File: config.mk
export PLATFORM = sky130hd
export DESIGN_NAME = rtcs_slave_port
export DESIGN_NICKNAME = d
export VERILOG_FILES = /design/src/common/rtcs_pkg.sv /design/src/verilog/rtcs_line_sync.sv /design/src/verilog/rtcs_byte_mem.sv /design/src/verilog/rtcs_slave_port.sv
export VERILOG_INCLUDE_DIRS = /design/src /design/src/common
export SDC_FILE = /design/constraint.sdc
export NUM_CORES = 1
export LEC_CHECK = 0
export ABC_CLOCK_PERIOD_IN_PS = 4000
export BUFFER_PORTS_ARGS = -buffer_cell sky130_fd_sc_hd__buf_2
export CORE_MARGIN = 4
export CORE_UTILIZATION = 50
export DETAILED_ROUTE_END_ITERATION = 10
export PLACE_DENSITY = 0.68
export SETUP_SLACK_MARGIN = 0.3
export SYNTH_ARGS = -nofsm -noshare
export SYNTH_HDL_FRONTEND = slang
export SYNTH_HIERARCHICAL = 1
export SYNTH_SLANG_ARGS = --single-unit
File: constraint.sdc
create_clock -name core_clk_in -period 4 [get_ports core_clk_in]
set_input_delay 0.6 -clock core_clk_in [delete_from_list [all_inputs] [get_ports core_clk_in]]
set_output_delay 0.6 -clock core_clk_in [all_outputs]
set_load 0.05 [all_outputs]
File: src/common/rtcs_regs.svh
`ifndef RTCS_REGS_SVH
`define RTCS_REGS_SVH

// ----------------------------------------
// bus addressing and byte space
// ----------------------------------------
`define RTCS_SLAVE_ADDR 7'h68
`define RTCS_SPACE_BYTES 64
`define RTCS_CLOCK_BYTES 8
`define RTCS_PTR_RESET 6'h00
`define RTCS_RW_BIT 0
`define RTCS_SYNC_STAGES 2

`endif

File: src/common/rtcs_pkg.sv
package rtcs_pkg;

    typedef enum {
        ST_IDLE,
        ST_DEVADDR,
        ST_DEVACK,
        ST_WORDADDR,
        ST_WORDACK,
        ST_WRDATA,
        ST_WRACK,
        ST_RDDATA,
        ST_RDACK
    } rtcs_state_t;

    typedef struct packed {
        logic start;
        logic stop;
        logic rise;
        logic fall;
        logic sda;
    } rtcs_bus_ev_t;

    typedef struct packed {
        logic we;
        logic [5:0] addr;
        logic [7:0] wdata;
    } rtcs_mem_req_t;

endpackage

File: src/verilog/rtcs_line_sync.sv
`timescale 1ns/10ps
`include "rtcs_regs.svh"

module rtcs_line_sync (
    input wire logic core_clk_in,
    input wire logic nrst_in,
    input wire logic scl_in,
    input wire logic sda_in,
    input wire logic enable_in,
    output rtcs_pkg::rtcs_bus_ev_t ev_out
);
    logic [1:0] scl_sync_r;
    logic [1:0] sda_sync_r;
    logic scl_d_r;
    logic sda_d_r;
    logic en_d_r;

    // ----------------------------------------
    // two-stage synchronisers, idle high
    // ----------------------------------------
    always_ff @(posedge core_clk_in) begin
        if (!nrst_in) begin
            scl_sync_r <= 2'h3;
            sda_sync_r <= 2'h3;
        end else begin
            scl_sync_r <= {scl_sync_r[0], scl_in};
            sda_sync_r <= {sda_sync_r[0], sda_in};
        end
    end

    always_ff @(posedge core_clk_in) begin
        if (!nrst_in) begin
            scl_d_r <= 1'b1;
            sda_d_r <= 1'b1;
            en_d_r <= 1'b0;
        end else begin
            scl_d_r <= scl_sync_r[1];
            sda_d_r <= sda_sync_r[1];
            en_d_r <= enable_in;
        end
    end

    // ----------------------------------------
    // edge and condition decode
    // ----------------------------------------
    always_comb begin
        ev_out.sda = sda_sync_r[1];
        ev_out.rise = en_d_r && !scl_d_r && scl_sync_r[1];
        ev_out.fall = en_d_r && scl_d_r && !scl_sync_r[1];
        ev_out.start = en_d_r && scl_d_r && scl_sync_r[1] && sda_d_r && !sda_sync_r[1];
        ev_out.stop = en_d_r && scl_d_r && scl_sync_r[1] && !sda_d_r && sda_sync_r[1];
    end
endmodule

File: src/verilog/rtcs_byte_mem.sv
`timescale 1ns/10ps
`include "rtcs_regs.svh"

module rtcs_byte_mem #(
    parameter int DEPTH = `RTCS_SPACE_BYTES
) (
    input wire logic core_clk_in,
    input rtcs_pkg::rtcs_mem_req_t req_in,
    input wire logic [5:0] raddr_in,
    output logic [7:0] rdata_out
);
    initial begin
        if (DEPTH != 64) begin
            $error("depth must be 64");
        end
    end

    // clock/calendar bytes 0..7 then general ram
    logic [7:0] mem_r [DEPTH];

    always_ff @(posedge core_clk_in) begin
        if (req_in.we) begin
            mem_r[req_in.addr] <= req_in.wdata;
        end
    end

    assign rdata_out = mem_r[raddr_in];
endmodule

File: src/verilog/rtcs_slave_port.sv
`timescale 1ns/10ps
`include "rtcs_regs.svh"

module rtcs_slave_port #(
    parameter int SPACE = `RTCS_SPACE_BYTES
) (
    input wire logic core_clk_in,
    input wire logic nrst_in,
    input wire logic scl_in,
    input wire logic sda_in,
    output logic sda_out,
    output logic sda_oe_n_out,
    input wire logic supply_ok_in,
    output logic [5:0] ptr_out,
    output logic busy_out
);
    initial begin
        if (SPACE != 64) begin
            $error("space must be 64 bytes");
        end
    end

    rtcs_pkg::rtcs_state_t state_r;
    rtcs_pkg::rtcs_bus_ev_t ev;
    rtcs_pkg::rtcs_mem_req_t mem_req;
    logic [1:0] pwr_sync_r;
    logic pwr_ok;
    logic [7:0] shift_r;
    logic [3:0] bit_cnt_r;
    logic [5:0] ptr_r;
    logic [7:0] rdata;
    logic [5:0] raddr;
    logic drive_low_r;
    logic ack_seen_r;
    logic rd_mode_r;

    function automatic logic [5:0] ptr_inc(input logic [5:0] p);
        ptr_inc = (p == 6'(SPACE - 1)) ? 6'h00 : 6'(p + 6'h01);
    endfunction

    // ----------------------------------------
    // supply monitor synchroniser
    // ----------------------------------------
    always_ff @(posedge core_clk_in) begin
        if (!nrst_in) begin
            pwr_sync_r <= 2'h0;
        end else begin
            pwr_sync_r <= {pwr_sync_r[0], supply_ok_in};
        end
    end
    assign pwr_ok = pwr_sync_r[1];
    assign raddr = (state_r == rtcs_pkg::ST_RDACK && ack_seen_r) ? ptr_inc(ptr_r) : ptr_r;

    rtcs_line_sync u_sync (
        .core_clk_in(core_clk_in),
        .nrst_in(nrst_in),
        .scl_in(scl_in),
        .sda_in(sda_in),
        .enable_in(pwr_ok),
        .ev_out(ev)
    );

    rtcs_byte_mem #(
        .DEPTH(SPACE)
    ) u_mem (
        .core_clk_in(core_clk_in),
        .req_in(mem_req),
        .raddr_in(raddr),
        .rdata_out(rdata)
    );

    // ----------------------------------------
    // bit counter and shift register
    // ----------------------------------------
    always_ff @(posedge core_clk_in) begin
        if (!nrst_in || !pwr_ok) begin
            bit_cnt_r <= 4'h0;
            shift_r <= 8'h00;
        end else if (ev.start) begin
            bit_cnt_r <= 4'h0;
        end else if (ev.rise) begin
            if (bit_cnt_r < 4'h8) begin
                shift_r <= {shift_r[6:0], ev.sda};
            end
            bit_cnt_r <= (bit_cnt_r == 4'h8) ? 4'h0 : 4'(bit_cnt_r + 4'h1);
        end
    end

    // ----------------------------------------
    // protocol state machine
    // ----------------------------------------
    always_ff @(posedge core_clk_in) begin
        if (!nrst_in || !pwr_ok) begin
            state_r <= rtcs_pkg::ST_IDLE;
            rd_mode_r <= 1'b0;
            ack_seen_r <= 1'b0;
        end else if (ev.stop) begin
            state_r <= rtcs_pkg::ST_IDLE;
        end else if (ev.start) begin
            state_r <= rtcs_pkg::ST_DEVADDR;
        end else begin
            case (state_r)
                rtcs_pkg::ST_IDLE: begin
                    state_r <= rtcs_pkg::ST_IDLE;
                end
                rtcs_pkg::ST_DEVADDR: begin
                    if (ev.fall && bit_cnt_r == 4'h8) begin
                        if (shift_r[7:1] == `RTCS_SLAVE_ADDR) begin
                            state_r <= rtcs_pkg::ST_DEVACK;
                            rd_mode_r <= shift_r[`RTCS_RW_BIT];
                        end else begin
                            state_r <= rtcs_pkg::ST_IDLE;
                        end
                    end
                end
                rtcs_pkg::ST_DEVACK: begin
                    if (ev.fall && bit_cnt_r == 4'h0) begin
                        state_r <= rd_mode_r ? rtcs_pkg::ST_RDDATA
                                             : rtcs_pkg::ST_WORDADDR;
                    end
                end
                rtcs_pkg::ST_WORDADDR: begin
                    if (ev.fall && bit_cnt_r == 4'h8) begin
                        state_r <= rtcs_pkg::ST_WORDACK;
                    end
                end
                rtcs_pkg::ST_WORDACK: begin
                    if (ev.fall && bit_cnt_r == 4'h0) begin
                        state_r <= rtcs_pkg::ST_WRDATA;
                    end
                end
                rtcs_pkg::ST_WRDATA: begin
                    if (ev.fall && bit_cnt_r == 4'h8) begin
                        state_r <= rtcs_pkg::ST_WRACK;
                    end
                end
                rtcs_pkg::ST_WRACK: begin
                    if (ev.fall && bit_cnt_r == 4'h0) begin
                        state_r <= rtcs_pkg::ST_WRDATA;
                    end
                end
                rtcs_pkg::ST_RDDATA: begin
                    if (ev.fall && bit_cnt_r == 4'h8) begin
                        state_r <= rtcs_pkg::ST_RDACK;
                    end
                end
                rtcs_pkg::ST_RDACK: begin
                    if (ev.rise) begin
                        ack_seen_r <= !ev.sda;
                    end
                    if (ev.fall && bit_cnt_r == 4'h0) begin
                        state_r <= ack_seen_r ? rtcs_pkg::ST_RDDATA
                                              : rtcs_pkg::ST_IDLE;
                    end
                end
                default: begin
                    state_r <= rtcs_pkg::ST_IDLE;
                end
            endcase
        end
    end

    // ----------------------------------------
    // address pointer and memory write
    // ----------------------------------------
    always_ff @(posedge core_clk_in) begin
        if (!nrst_in || !pwr_ok) begin
            ptr_r <= `RTCS_PTR_RESET;
        end else if (ev.fall && bit_cnt_r == 4'h8 && !ev.start && !ev.stop) begin
            if (state_r == rtcs_pkg::ST_WORDADDR) begin
                ptr_r <= shift_r[5:0];
            end
        end else if (ev.fall && bit_cnt_r == 4'h0) begin
            if (state_r == rtcs_pkg::ST_WRACK) begin
                ptr_r <= ptr_inc(ptr_r);
            end else if (state_r == rtcs_pkg::ST_RDACK && ack_seen_r) begin
                ptr_r <= ptr_inc(ptr_r);
            end
        end
    end

    always_comb begin
        mem_req.we = pwr_ok && ev.fall && bit_cnt_r == 4'h8
                     && state_r == rtcs_pkg::ST_WRDATA;
        mem_req.addr = ptr_r;
        mem_req.wdata = shift_r;
    end

    // ----------------------------------------
    // data line driver, changes on scl fall; cleared on start, stop or supply loss
    // ----------------------------------------
    always_ff @(posedge core_clk_in) begin
        if (!nrst_in || !pwr_ok) begin
            drive_low_r <= 1'b0;
        end else if (ev.start || ev.stop) begin
            drive_low_r <= 1'b0;
        end else if (ev.fall) begin
            case (state_r)
                rtcs_pkg::ST_DEVADDR: begin
                    drive_low_r <= bit_cnt_r == 4'h8
                                   && shift_r[7:1] == `RTCS_SLAVE_ADDR;
                end
                rtcs_pkg::ST_WORDADDR, rtcs_pkg::ST_WRDATA: begin
                    drive_low_r <= bit_cnt_r == 4'h8;
                end
                rtcs_pkg::ST_DEVACK: begin
                    drive_low_r <= rd_mode_r && !rdata[7];
                end
                rtcs_pkg::ST_RDDATA: begin
                    drive_low_r <= bit_cnt_r < 4'h8 && !rdata[3'(4'h7 - bit_cnt_r)];
                end
                rtcs_pkg::ST_RDACK: begin
                    drive_low_r <= ack_seen_r && !rdata[7];
                end
                default: begin
                    drive_low_r <= 1'b0;
                end
            endcase
        end
    end

    assign sda_out = 1'b0;
    assign sda_oe_n_out = !drive_low_r;
    assign ptr_out = ptr_r;
    assign busy_out = state_r != rtcs_pkg::ST_IDLE;

    // ----------------------------------------
    // checks
    // ----------------------------------------
    property p_wrap;
        @(posedge core_clk_in) disable iff (!nrst_in)
        (pwr_ok && ev.fall && bit_cnt_r == 4'h0 && state_r == rtcs_pkg::ST_WRACK
         && ptr_r == 6'h3f) |=> ptr_r == 6'h00;
    endproperty
    a_wrap: assert property (p_wrap) else $error("pointer did not wrap");

    property p_pwr_clear;
        @(posedge core_clk_in) disable iff (!nrst_in)
        !pwr_ok |=> ptr_r == 6'h00 && state_r == rtcs_pkg::ST_IDLE && sda_oe_n_out;
    endproperty
    a_pwr_clear: assert property (p_pwr_clear) else $error("low supply not handled");

    property p_no_write_low;
        @(posedge core_clk_in) disable iff (!nrst_in)
        !pwr_ok |-> !mem_req.we;
    endproperty
    a_no_write_low: assert property (p_no_write_low) else $error("write while low");

    property p_start_addr;
        @(posedge core_clk_in) disable iff (!nrst_in)
        pwr_ok && ev.start |=> state_r == rtcs_pkg::ST_DEVADDR;
    endproperty
    a_start_addr: assert property (p_start_addr) else $error("start not taken");

    property p_stop_idle;
        @(posedge core_clk_in) disable iff (!nrst_in)
        ev.stop |=> !busy_out && sda_oe_n_out;
    endproperty
    a_stop_idle: assert property (p_stop_idle) else $error("stop not taken");

    property p_ack_low;
        @(posedge core_clk_in) disable iff (!nrst_in)
        (state_r == rtcs_pkg::ST_WRACK && ev.rise) |-> !sda_oe_n_out;
    endproperty
    a_ack_low: assert property (p_ack_low) else $error("data ack missing");

    property p_rd_release;
        @(posedge core_clk_in) disable iff (!nrst_in)
        (state_r == rtcs_pkg::ST_RDACK && ev.rise) |-> sda_oe_n_out;
    endproperty
    a_rd_release: assert property (p_rd_release) else $error("drove during master ack");

    property p_drive_on_low;
        @(posedge core_clk_in) disable iff (!nrst_in)
        $changed(sda_oe_n_out) && !$past(ev.start) && !$past(ev.stop) && $past(pwr_ok)
        |-> $past(ev.fall);
    endproperty
    a_drive_on_low: assert property (p_drive_on_low) else $error("data moved at clock high");

    property p_rd_hold;
        @(posedge core_clk_in) disable iff (!nrst_in)
        (state_r == rtcs_pkg::ST_RDACK && !ack_seen_r && ev.fall && bit_cnt_r == 4'h0)
        |=> ptr_r == $past(ptr_r) && sda_oe_n_out;
    endproperty
    a_rd_hold: assert property (p_rd_hold) else $error("nack handled wrong");

    property p_match;
        @(posedge core_clk_in) disable iff (!nrst_in)
        (state_r == rtcs_pkg::ST_DEVADDR && ev.fall && bit_cnt_r == 4'h8 && !ev.stop
         && shift_r[7:1] != `RTCS_SLAVE_ADDR) |=> !busy_out;
    endproperty
    a_match: assert property (p_match) else $error("foreign address taken");

    c_write: cover property (@(posedge core_clk_in) mem_req.we);
    c_read_ack: cover property (@(posedge core_clk_in)
        state_r == rtcs_pkg::ST_RDACK && ev.fall && ack_seen_r);
    c_wrap: cover property (@(posedge core_clk_in) $past(ptr_r) == 6'h3f && ptr_r == 6'h00);
    c_pwr_drop: cover property (@(posedge core_clk_in) busy_out ##1 !pwr_ok);
endmodule

# [Word-level counts from Yosys, hierarchy flattened]
# Memory sizes are Yosys's and may differ from the RTL's.
# Cells that the tools add are included.
# Widths: inputs -> output; s select.
[word_totals] register_bits=62 ramBits=512 input_bits=5 output_inout_bits=9 elab_cells=125 memories=1
[classes] addsub=3 n_lt_le_gt_ge=2 eq_ne=30 muxes=24 n_bitwise=2 n_reduce_logical=49
[mem_list] memory="u_mem.mem_r" depth=64 word_bits=8 rd=1 rd_ports_with_merged_regs=0 write_ports=1 line_no="rtcs_byte_mem.sv:19" source="logic [7:0] mem_r [DEPTH];"
[ops] op="$mux 32" count=7
[ops] op="$pmux 32 s7" count=1
[ops] op="$eq 32x3->1 const B" count=5
[ops] op="$eq 32x4->1 const B" count=3
[ops] op="$eq 32x2->1 const B" count=2
[ops] op="$mux 6" count=6
[ops] op="$eq 32x1->1 const B" count=1
[ops] op="$eq 32x5->1 const B" count=1
[ops] op="$reduce_bool 32->1" count=1
[ops] op="$logic_and 1x1->1" count=21
[ops] op="$ne 3x3->1 const B" count=6
[ops] op="$reduce_and 7->1" count=2
[ops] op="$ne 2x2->1 const B" count=6
[ops] op="$logic_not 1->1" count=11
[ops] op="$reduce_or 2->1" count=5
[ops] op="$eq 7x7->1 const B" count=1
[ops] op="$add 6x1->6 const B" count=1
[ops] op="$eq 6x6->1 const B" count=1
[ops] op="$mux 3" count=2
[ops] op="$pmux 1 s5" count=1
[ops] op="$reduce_and 5->1" count=1
[ops] op="$add 4x1->4 const B" count=1
[ops] op="$eq 4x4->1 const B" count=1
[ops] op="$logic_not 4->1" count=1
[ops] op="other kinds (16)" count=22

# [Longest topological paths before layout]
# Gate-level depths: netlist (run 1).
[depth] word_depth=9 ltp_mapped=19 mapped_depth_nobuf=15

# [Cells and area by module]
# Netlist (run 1), hierarchy kept.
[by_module_without_submodules] mod="rtcs_byte_mem" n_inst=1 cells_each=932 area_per_inst_um2=20006.7 seq_area_each_um2=15374.7
[by_module_without_submodules] mod="rtcs_slave_port" n_inst=1 cells_each=221 area_per_inst_um2=1834.3 seq_area_each_um2=540.5
[by_module_without_submodules] mod="rtcs_line_sync" n_inst=1 cells_each=22 area_per_inst_um2=241.5 seq_area_each_um2=140.1

# [Least setup slack after synthesis (run 1)]
# No wires, ideal clock.
[synth_path] kind="register -> register" from="register state_r[1]" to="register drive_low_r" setup_time_ps=86 arrival_time_ps=3895 required_ps=3914 path_slack_ps=19 stages_incl_launch_ff=17 path_buffers=2 period_less_slack_ps=3981 cell_sequence="dfxtp_1 -> or2_1 -> nor2_1 -> nand3_1 -> nor3_1 -> a21o_1 -> buf_6 -> buf_4 -> mux4_2 -> mux4_2 -> o21ai_0 -> nand2_1 -> mux4_1 -> mux2_2 -> nor4_2 -> a311oi_1 -> a211oi_1"
[synth_between] elab_chain_len=9 elab_cells_between_ends=19
[synth_lines] element="from (decl)" line_no="rtcs_slave_port.sv:23" source="rtcs_pkg::rtcs_state_t state_r;"
[synth_lines] element="from (signal assigned)" line_no="rtcs_slave_port.sv:94" source="state_r <= rtcs_pkg::ST_IDLE;"
[synth_lines] element="from (signal assigned)" line_no="rtcs_slave_port.sv:98" source="state_r <= rtcs_pkg::ST_IDLE;"
[synth_lines] element="from (signal assigned)" line_no="rtcs_slave_port.sv:100" source="state_r <= rtcs_pkg::ST_DEVADDR;"
[synth_lines] element="$eq 32x5->1 *" line_no="rtcs_slave_port.sv:52" source="assign raddr = (state_r == rtcs_pkg::ST_RDACK && ack_seen_r) ? ptr_inc(ptr_r) : ptr_r;"
[synth_lines] element="$logic_and 1x1->1 *" line_no="rtcs_slave_port.sv:52"
[synth_lines] element="$mux 6 *"
[synth_lines] element="net raddr[0]" line_no="rtcs_slave_port.sv:32" source="logic [5:0] raddr;"
[synth_lines] element="$mem_v2 64x8 *"
[synth_lines] element="net rdata[7]" line_no="rtcs_slave_port.sv:31" source="logic [7:0] rdata;"
[synth_lines] element="$bmux 1 s3" line_no="rtcs_slave_port.sv:210" source="drive_low_r <= bit_cnt_r < 4'h8 && !rdata[3'(4'h7 - bit_cnt_r)];"
[synth_lines] element="$mux 1 (not written as such)" line_no="rtcs_slave_port.sv:210"
[synth_lines] element="$logic_not 1->1" line_no="rtcs_slave_port.sv:210"
[synth_lines] element="$logic_and 1x1->1" line_no="rtcs_slave_port.sv:210"
[synth_lines] element="$pmux 1 s5 *" line_no="rtcs_slave_port.sv:198" source="case (state_r)"
[synth_lines] element="to (signal assigned)" line_no="rtcs_slave_port.sv:200" source="drive_low_r <= bit_cnt_r == 4'h8"
[synth_lines] element="to (signal assigned)" line_no="rtcs_slave_port.sv:210"
[synth_lines] element="to (signal assigned)" line_no="rtcs_slave_port.sv:213" source="drive_low_r <= ack_seen_r && !rdata[7];"
[synth_lines] element="to (decl)" line_no="rtcs_slave_port.sv:33" source="logic drive_low_r;"
# The timed path passes the listed nets; every way through them passes the cells marked *. The select of a mux whose other input is x is not followed.
# A chain may end at the register's enable or synchronous reset.

# [Worst setup path in the final report (run 1)]
[layout_path] from="register state_r[2]" to="register drive_low_r"
[layout_between] elab_chain_len=9 elab_cells_between_ends=19
[layout_lines] element="$eq 32x5->1" line_no="rtcs_slave_port.sv:52"
[layout_lines] element="$logic_and 1x1->1" line_no="rtcs_slave_port.sv:52"
[layout_lines] element="$mux 6"
[layout_lines] element="net raddr[0]" line_no="rtcs_slave_port.sv:32"
[layout_lines] element="$mem_v2 64x8"
[layout_lines] element="net rdata[3]" line_no="rtcs_slave_port.sv:31"
[layout_lines] element="$bmux 1 s3" line_no="rtcs_slave_port.sv:210"
[layout_lines] element="$mux 1 (not written as such)" line_no="rtcs_slave_port.sv:210"
[layout_lines] element="$logic_not 1->1" line_no="rtcs_slave_port.sv:210"
[layout_lines] element="$logic_and 1x1->1" line_no="rtcs_slave_port.sv:210"
[layout_lines] element="$pmux 1 s5" line_no="rtcs_slave_port.sv:198"
# The timed path passes the listed nets, and every way through them passes these cells. The select of a mux whose other input is x is not followed.

==> metrics.cfg, run 1 <==
[global_route]
grt_pass1_vias = 11900
grt_pass1_wl_um = 76200
overflow = 0
gr-usage-all-layers_pct = 21.4
grt_max_degree = 69
antenna_found_initial = 0

[power]
pwr-share-comb_pct = 0.1
p_switching_mw = 2.08
p_leak_nw = 7.48
power_density_nw_per_um2 = 422
p_seq_share_pct = 56.1
switching_share_pct = 18.9
vdd_drop_max_mv = 0.356
internal-power_mw = 8.89
pwr-share-clk_pct = 43.7

[timing]
rsz0062_at_grt = yes
finalSetupViolations = 1
clock_skew_ns = 0.0436
slew_violations = 0
period_share_pct = 103
clock.fmax_mhz = 243
slew-limit-headroom_pct = 49.9
fin_crit_ns = 4.12
finalHoldViolCount = 0
setup_slack_ns = -0.122
worstMarginPinSlew_ns = 0.752

[synthesis]
syn-cell-area_um2 = 22100
ys_warn_count = 6
netlist_instances = 1175
synth_top_area_share_pct = 69.6
seq_area_frac_synth_pct = 72.7
avgSynthCellArea_um2 = 18.8
ys_types = 72
synth_top_area_cell = edfxtp_1
yosysMostFrequentCell = edfxtp_1
yosys_most_used_dff = edfxtp_1
synthArstFlopShare_pct = 0
synth_edf_count = 512
synth-seq-cells = 546
synth_common_cells = edfxtp_1, mux4_2, nor2_1
syn-num-nets = 1183
yosys-top-cells-area = edfxtp_1, mux4_2, dfxtp_1

[clock_network]
clk_latency_ns = 0.61
clk_root_buffer_cell = clkbuf_16
cts_tree = yes
numCtsBuffers = 54
clkSinkCount = 546
clockBufferDepth = 3
path_clk_slew_ns = 0.07
h-tree-depth = 2

[critical_path]
worst_path_max_delay_cell = mux4_2
crit_fanout = 12
crit_type = reg2reg
cp_num_buf_inv = 4
cp_data_arrival_time_ns = 4.63
slowest_delay_ns = 0.50
end_kind = flop
crit_family = multiplexers
critPathLaunchType = flop
crit_required_ns = 4.50
cpMostUsedCell = mux4_2
path_cells = or2_4 > nor2_4 > nand3_4 > buf_6 > a21o_4 > buf_12 > buf_16 > buf_12 > mux4_2 > mux4_2 > o21ai_2 > o41ai_1 > mux4_2 > mux2_4 > nor4_4 > a311oi_1 > a211oi_1

[routing]
via_per_inst = 5.92
drc = 0
drt_wl_total_um = 50000
drtIter0Drc = 1266
vias = 11800
drtAntennaViolNets = 0
firstDrtPassIters = 5
avgRoutedWirePerCell_um = 25.0

[outcome]
run_status = finished, violations left
violations = negative setup slack

[layout]
fin_area_um2 = 26000
final_util_pct = 59.9
fin_cells = 1997
fillerInstances = 3163
drive_gt1_share_pct = 33.3
fin_nets = 1374
n_antenna_cell = 0
area_growth_pct = 17.6

[placed_design]
dp_worst_setup_slack_ns = -0.388
dpl_cell_area_um2 = 23900
numPortBuffers = 12
placed_cells = 1875
gp_congestion = 0.884
dp_hpwl_um = 31600

[floorplanning]
fp.dieArea_um2 = 47600
ios = 14
initial_core_util_pct = 50.9
rows = 76
fp.dieH_um = 218
fp.dieW_um = 218
core_area_um2 = 43400

[min_path]
hold_class = in2reg

[flow_run]
max_cap_violations = 0

==> final timing paths <==
check                                                startpoint  slack [ns]  depth (start not counted)                         endpoint
worst min register to register  u_sync/scl_sync_r[0]$_SDFF_PN1_        0.42                          1  u_sync/scl_sync_r[1]$_SDFF_PN1_
worst max-delay path                    state_r[2]$_SDFFE_PP0P_       -0.12                         17         drive_low_r$_SDFFE_PP0P_
worst min-delay path                                     sda_in        0.21                          2  u_sync/sda_sync_r[0]$_SDFF_PN1_
worst max register to register          state_r[2]$_SDFFE_PP0P_       -0.12                         17         drive_low_r$_SDFFE_PP0P_
==> placed cells by master (no fill, tap or decap), types with 9 or more instances in the layout <==
cell | netlist | routed
nand2b_1 | 17 | 17
a211oi_1 | 10 | 9
edfxtp_1 | 512 | 512
o21ai_0 | 11 | 10
nor3_1 | 18 | 14
nor2_1 | 112 | 109
mux2i_1 | 33 | 32
mux2_2 | 14 | 12
buf_2 | 12 | 12
buf_12 | 2 | 16
nor2b_1 | 15 | 15
nand3_1 | 21 | 20
clkbuf_1 | 25 | 13
mux4_2 | 126 | 128
a21oi_1 | 15 | 15
dfxtp_2 | 0 | 9
clkinv_1 | 0 | 16
buf_4 | 22 | 176
dfxtp_1 | 34 | 25
clkbuf_16 | 0 | 54
nand2_1 | 36 | 35
==> sequential cells by signal, summed over array words and instances, names as in the netlist <==
| register | cells |
|---|---|
| u_sync/scl_d_r | 1 |
| ptr_out | 6 |
| drive_low_r | 1 |
| u_sync/en_d_r | 1 |
| ack_seen_r | 1 |
| u_sync/scl_sync_r | 2 |
| u_sync/sda_sync_r | 2 |
| state_r | 4 |
| shift_r | 8 |
| rd_mode_r | 1 |
| u_sync/sda_d_r | 1 |
| bit_cnt_r | 4 |
| pwr_sync_r | 2 |
| u_mem/mem_r | 512 |
==> power groups by stage <==
stage | clock network (mW) | registers [mW] | logic (mW)
after floorplan | 0 | 6.28 | 0.00977
after global placement | 0 | 6.28 | 0.0126
after detailed placement | 0 | 6.28 | 0.0129
after CTS | 4.89 | 6.15 | 0.0129
after global routing | 5.14 | 6.15 | 0.0145
final | 4.80 | 6.16 | 0.0129
==> kinds of logic (layout without fill, tap and decap cells) <==
group	Yosys count	in the layout	synth area share [%]
and+or+nand+nor	264	264	5.98
adders and majority gates	3	3	0.170
xor gates and xnor gates	4	4	0.159
other	1	1	0.0170
muxes	175	175	15.3
DFF	546	546	72.7
AOI/OAI and AO/OA	101	101	3.31
buffers and inverters	81	318	2.35
==> layout make-up <==
type,count,area [µm²],area share (%)
Sequential cell,546,16100,61.9
Multi-Input combinational cell,548,5680,21.9
Timing Repair Buffer,209,1780,6.85
Clock buffer,70,1440,5.55
Tap cell,585,732,2.82
Clock inverter,32,239,0.921
Inverter,7,26.3,0.101
==> metrics by stage <==
stage	hold WS (ns)	total power [mW]	setup TNS [ns]
4_1_cts	0.173	11.1	-0.149
5_1_grt	0.199	11.3	-0.287
2_1_floorplan	0.386	6.28	0
6_report	0.206	11.0	-0.122
3_3_place_gp	0.401	6.29	-0.363
3_5_place_dp	0.412	6.29	-0.388
==> layer usage <==
| layer | vias up | global-route usage [%] | routed length [µm] |
|---|---|---|---|
| li1 | 5152 | - | - |
| met1 | 6133 | 31.4 | 21200 |
| met2 | 453 | 34.0 | 23700 |
| met3 | 84 | 3.50 | 3750 |
| met4 | 0 | 5.90 | 1310 |
| met5 | - | 0 | 0 |
==> repair_timing <==
action,CTS,global route
buffers inserted,12,8
resized for setup,22,11
endpoints found under the hold margin,0,0
setup endpoints to repair,1,1
pin swaps,7,3
hold buffers,0,0
Note: power is estimated with default switching activity, not from simulation.
==> run 2: changes to the inputs <==
--- a/config.mk
+++ b/config.mk
@@ -7,7 +7,7 @@
 export NUM_CORES = 1
 export LEC_CHECK = 0
 export ABC_CLOCK_PERIOD_IN_PS = 4000
-export BUFFER_PORTS_ARGS = -buffer_cell sky130_fd_sc_hd__buf_2
+export BUFFER_PORTS_ARGS = -buffer_cell sky130_fd_sc_hd__buf_4
 export CORE_MARGIN = 4
 export CORE_UTILIZATION = 50
 export DETAILED_ROUTE_END_ITERATION = 10
==> run 2 against run 1 <==
  * The run still ends with negative setup slack left
  * Die area did not move
  * Clock power grew 5.2%
  * Non-clock buffer count increased by 11
  * Worst setup slack got worse by 0.045 ns
  * Via count is 1.9% higher
  * Sequential power about the same
  * First-iteration DRC count up 14%
  * Largest power group unchanged
  * Highest routed layer unchanged
==> metrics.cfg, run 2 (synthesized netlist as in run 1, its figures left out) <==
[outcome]
run_status = finished, violations left
violations = negative setup slack

[timing]
period_share_pct = 104
finalHoldViolCount = 0
clock_skew_ns = 0.0144
clock.fmax_mhz = 240
setup_slack_ns = -0.167
finalSetupViolations = 1
hold-worst-slack_ns = 0.196
rsz0062_at_grt = yes
fin_crit_ns = 4.17
slew_violations = 0
worstMarginPinSlew_ns = 1.30
slew-limit-headroom_pct = 13.6

[floorplanning]
fp.dieW_um = 218
ios = 14
core_area_um2 = 43400
fp.dieH_um = 218
fp.dieArea_um2 = 47600
rows = 76
initial_core_util_pct = 50.9

[layout]
drive_gt1_share_pct = 34.8
fin_nets = 1385
final_util_pct = 60.3
area_growth_pct = 18.4
regMostFlops = u_mem/mem_r
final_cell_mix = edfxtp_1, buf_4, mux4_2
largest_reg_flops = 512
n_antenna_cell = 0
fin_cells = 2008
fin_area_um2 = 26100
final_common_cell = edfxtp_1

[global_route]
grt_max_degree = 68
grt_pass1_vias = 12300
overflow = 0
grt_util_met3_pct = 4.13
use_met2_pct = 35.6
grtUsageMet1_pct = 29.9
gr-usage-all-layers_pct = 21.8
grt_pass1_wl_um = 77800
top_usage_layer = met2
antenna_found_initial = 1

[critical_path]
critPathLaunchType = flop
crit_required_ns = 4.51
end_kind = flop
reg2reg_to = drive_low_r$_SDFFE_PP0P_
cp_data_arrival_time_ns = 4.67
worst_setup_path_startpoint = state_r[2]$_SDFFE_PP0P_
rrSetupSlack_ns = -0.17
worstReg2RegStart = state_r[2]$_SDFFE_PP0P_
rr_worst_depth = 17
crit_type = reg2reg
worstSetupEndpoint = drive_low_r$_SDFFE_PP0P_
crit_fanout = 7

[placed_design]
placed_cells = 1881
numPortBuffers = 12
dp_hpwl_um = 32000
gp_congestion = 0.864
dpl_cell_area_um2 = 24000

[clock_network]
cts_tree = yes
clk_root_buffer_cell = clkbuf_16
clkSinkCount = 546
h-tree-depth = 2
ctsHoldBuffers = 0
clockBufferDepth = 3
numCtsBuffers = 54
path_clk_slew_ns = 0.07
clk_latency_ns = 0.60

[flow_run]
max_cap_violations = 0

[power]
pwr-share-clk_pct = 45.0
pwr-share-comb_pct = 0.1
vdd_drop_max_mv = 0.398
p_leak_nw = 7.58
switching_share_pct = 19.1
power_density_nw_per_um2 = 429
finalPower_mw = 11.2
p_switching_mw = 2.15
p_seq_share_pct = 54.8
internal-power_mw = 9.07

[min_path]
hold_class = in2reg

[routing]
drtAntennaViolNets = 0
drt_wl_total_um = 51100
drc = 0
firstDrtPassIters = 6
drtIter0Drc = 1438
avgRoutedWirePerCell_um = 25.4
vias = 12100
via_per_inst = 6.00

run 2: changes by cell type in the layout (fill, tap and decap cells not counted), sizes merged:
cell / before / now
clkinvlp: 2 / 6
buf: 209 / 218
bufinv: 3 / 6
clkbuf: 70 / 63
clkinv: 25 / 27
run 2: timing repair:
item                                    in CTS  in global routing
setup buffers                               17                  5
cloned                                       1                  2
endpoints found under the setup margin       1                  1
pin swaps                                    6                  3
gates resized for setup                     21                 14
run 2: how the worst min path moves through the flow:
stage / start / endpoint / cells past startpoint
6_report: scl_in / u_sync/scl_sync_r[0]$_SDFF_PN1_ / 2
5_1_grt: scl_in / u_sync/scl_sync_r[0]$_SDFF_PN1_ / 2
4_1_cts: scl_in / u_sync/scl_sync_r[0]$_SDFF_PN1_ / 2
3_5_place_dp: u_sync/scl_sync_r[0]$_SDFF_PN1_ / u_sync/scl_sync_r[1]$_SDFF_PN1_ / 1
3_3_place_gp: u_sync/scl_sync_r[0]$_SDFF_PN1_ / u_sync/scl_sync_r[1]$_SDFF_PN1_ / 1
2_1_floorplan: u_sync/scl_sync_r[0]$_SDFF_PN1_ / u_sync/scl_sync_r[1]$_SDFF_PN1_ / 1
run 2: metal layers:
metal / up-vias / wire length [µm]
met1: 6314 / 20500
met3: 102 / 3460
met2: 454 / 25600
li1: 5181 / -
met4: 0 / 1470
met5: - / 0
run 2: cell type report:
| type | instances | area [µm²] |
|---|---|---|
| fill | 3178 | 17200 |
| sequential | 546 | 16100 |
| multi-input combinational | 548 | 5670 |
| timing repair buffer | 220 | 1870 |
| clock buffer | 61 | 1400 |
| tap | 585 | 732 |
| clock inverter | 41 | 385 |
| inverter | 7 | 26.3 |
run 2: power groups by stage:
stage                     sequential [mW]  clock [mW]  combinational, mW
after detailed placement             6.28           0             0.0140
after CTS                            6.15        5.15             0.0142
after global routing                 6.15        5.41             0.0156
after global placement               6.28           0             0.0138
final                                6.15        5.05             0.0142
after floorplan                      6.28           0            0.00977
run 2: critical path, stage by stage, from the launching register on:
cell	delay [ns]
dfxtp_1	0.32
or2_4	0.24
nor2_4	0.14
nand3_4	0.11
buf_4	0.16
a21o_4	0.27
buf_4	0.16
mux4_2	0.42
mux2_4	0.31
o221a_2	0.30
nor3_2	0.18
buf_4	0.16
o32ai_1	0.08
mux4_2	0.48
mux2_4	0.32
nor4_4	0.13
a311oi_1	0.07
a211oi_1	0.22
run 2: stage by stage:
step	worst slack [ns]	setup TNS (ns)
after floorplan	0.198	0
after global placement	-0.481	-0.481
after detailed placement	-0.508	-0.508
after CTS	-0.164	-0.164
after global routing	-0.294	-0.294
final	-0.167	-0.167
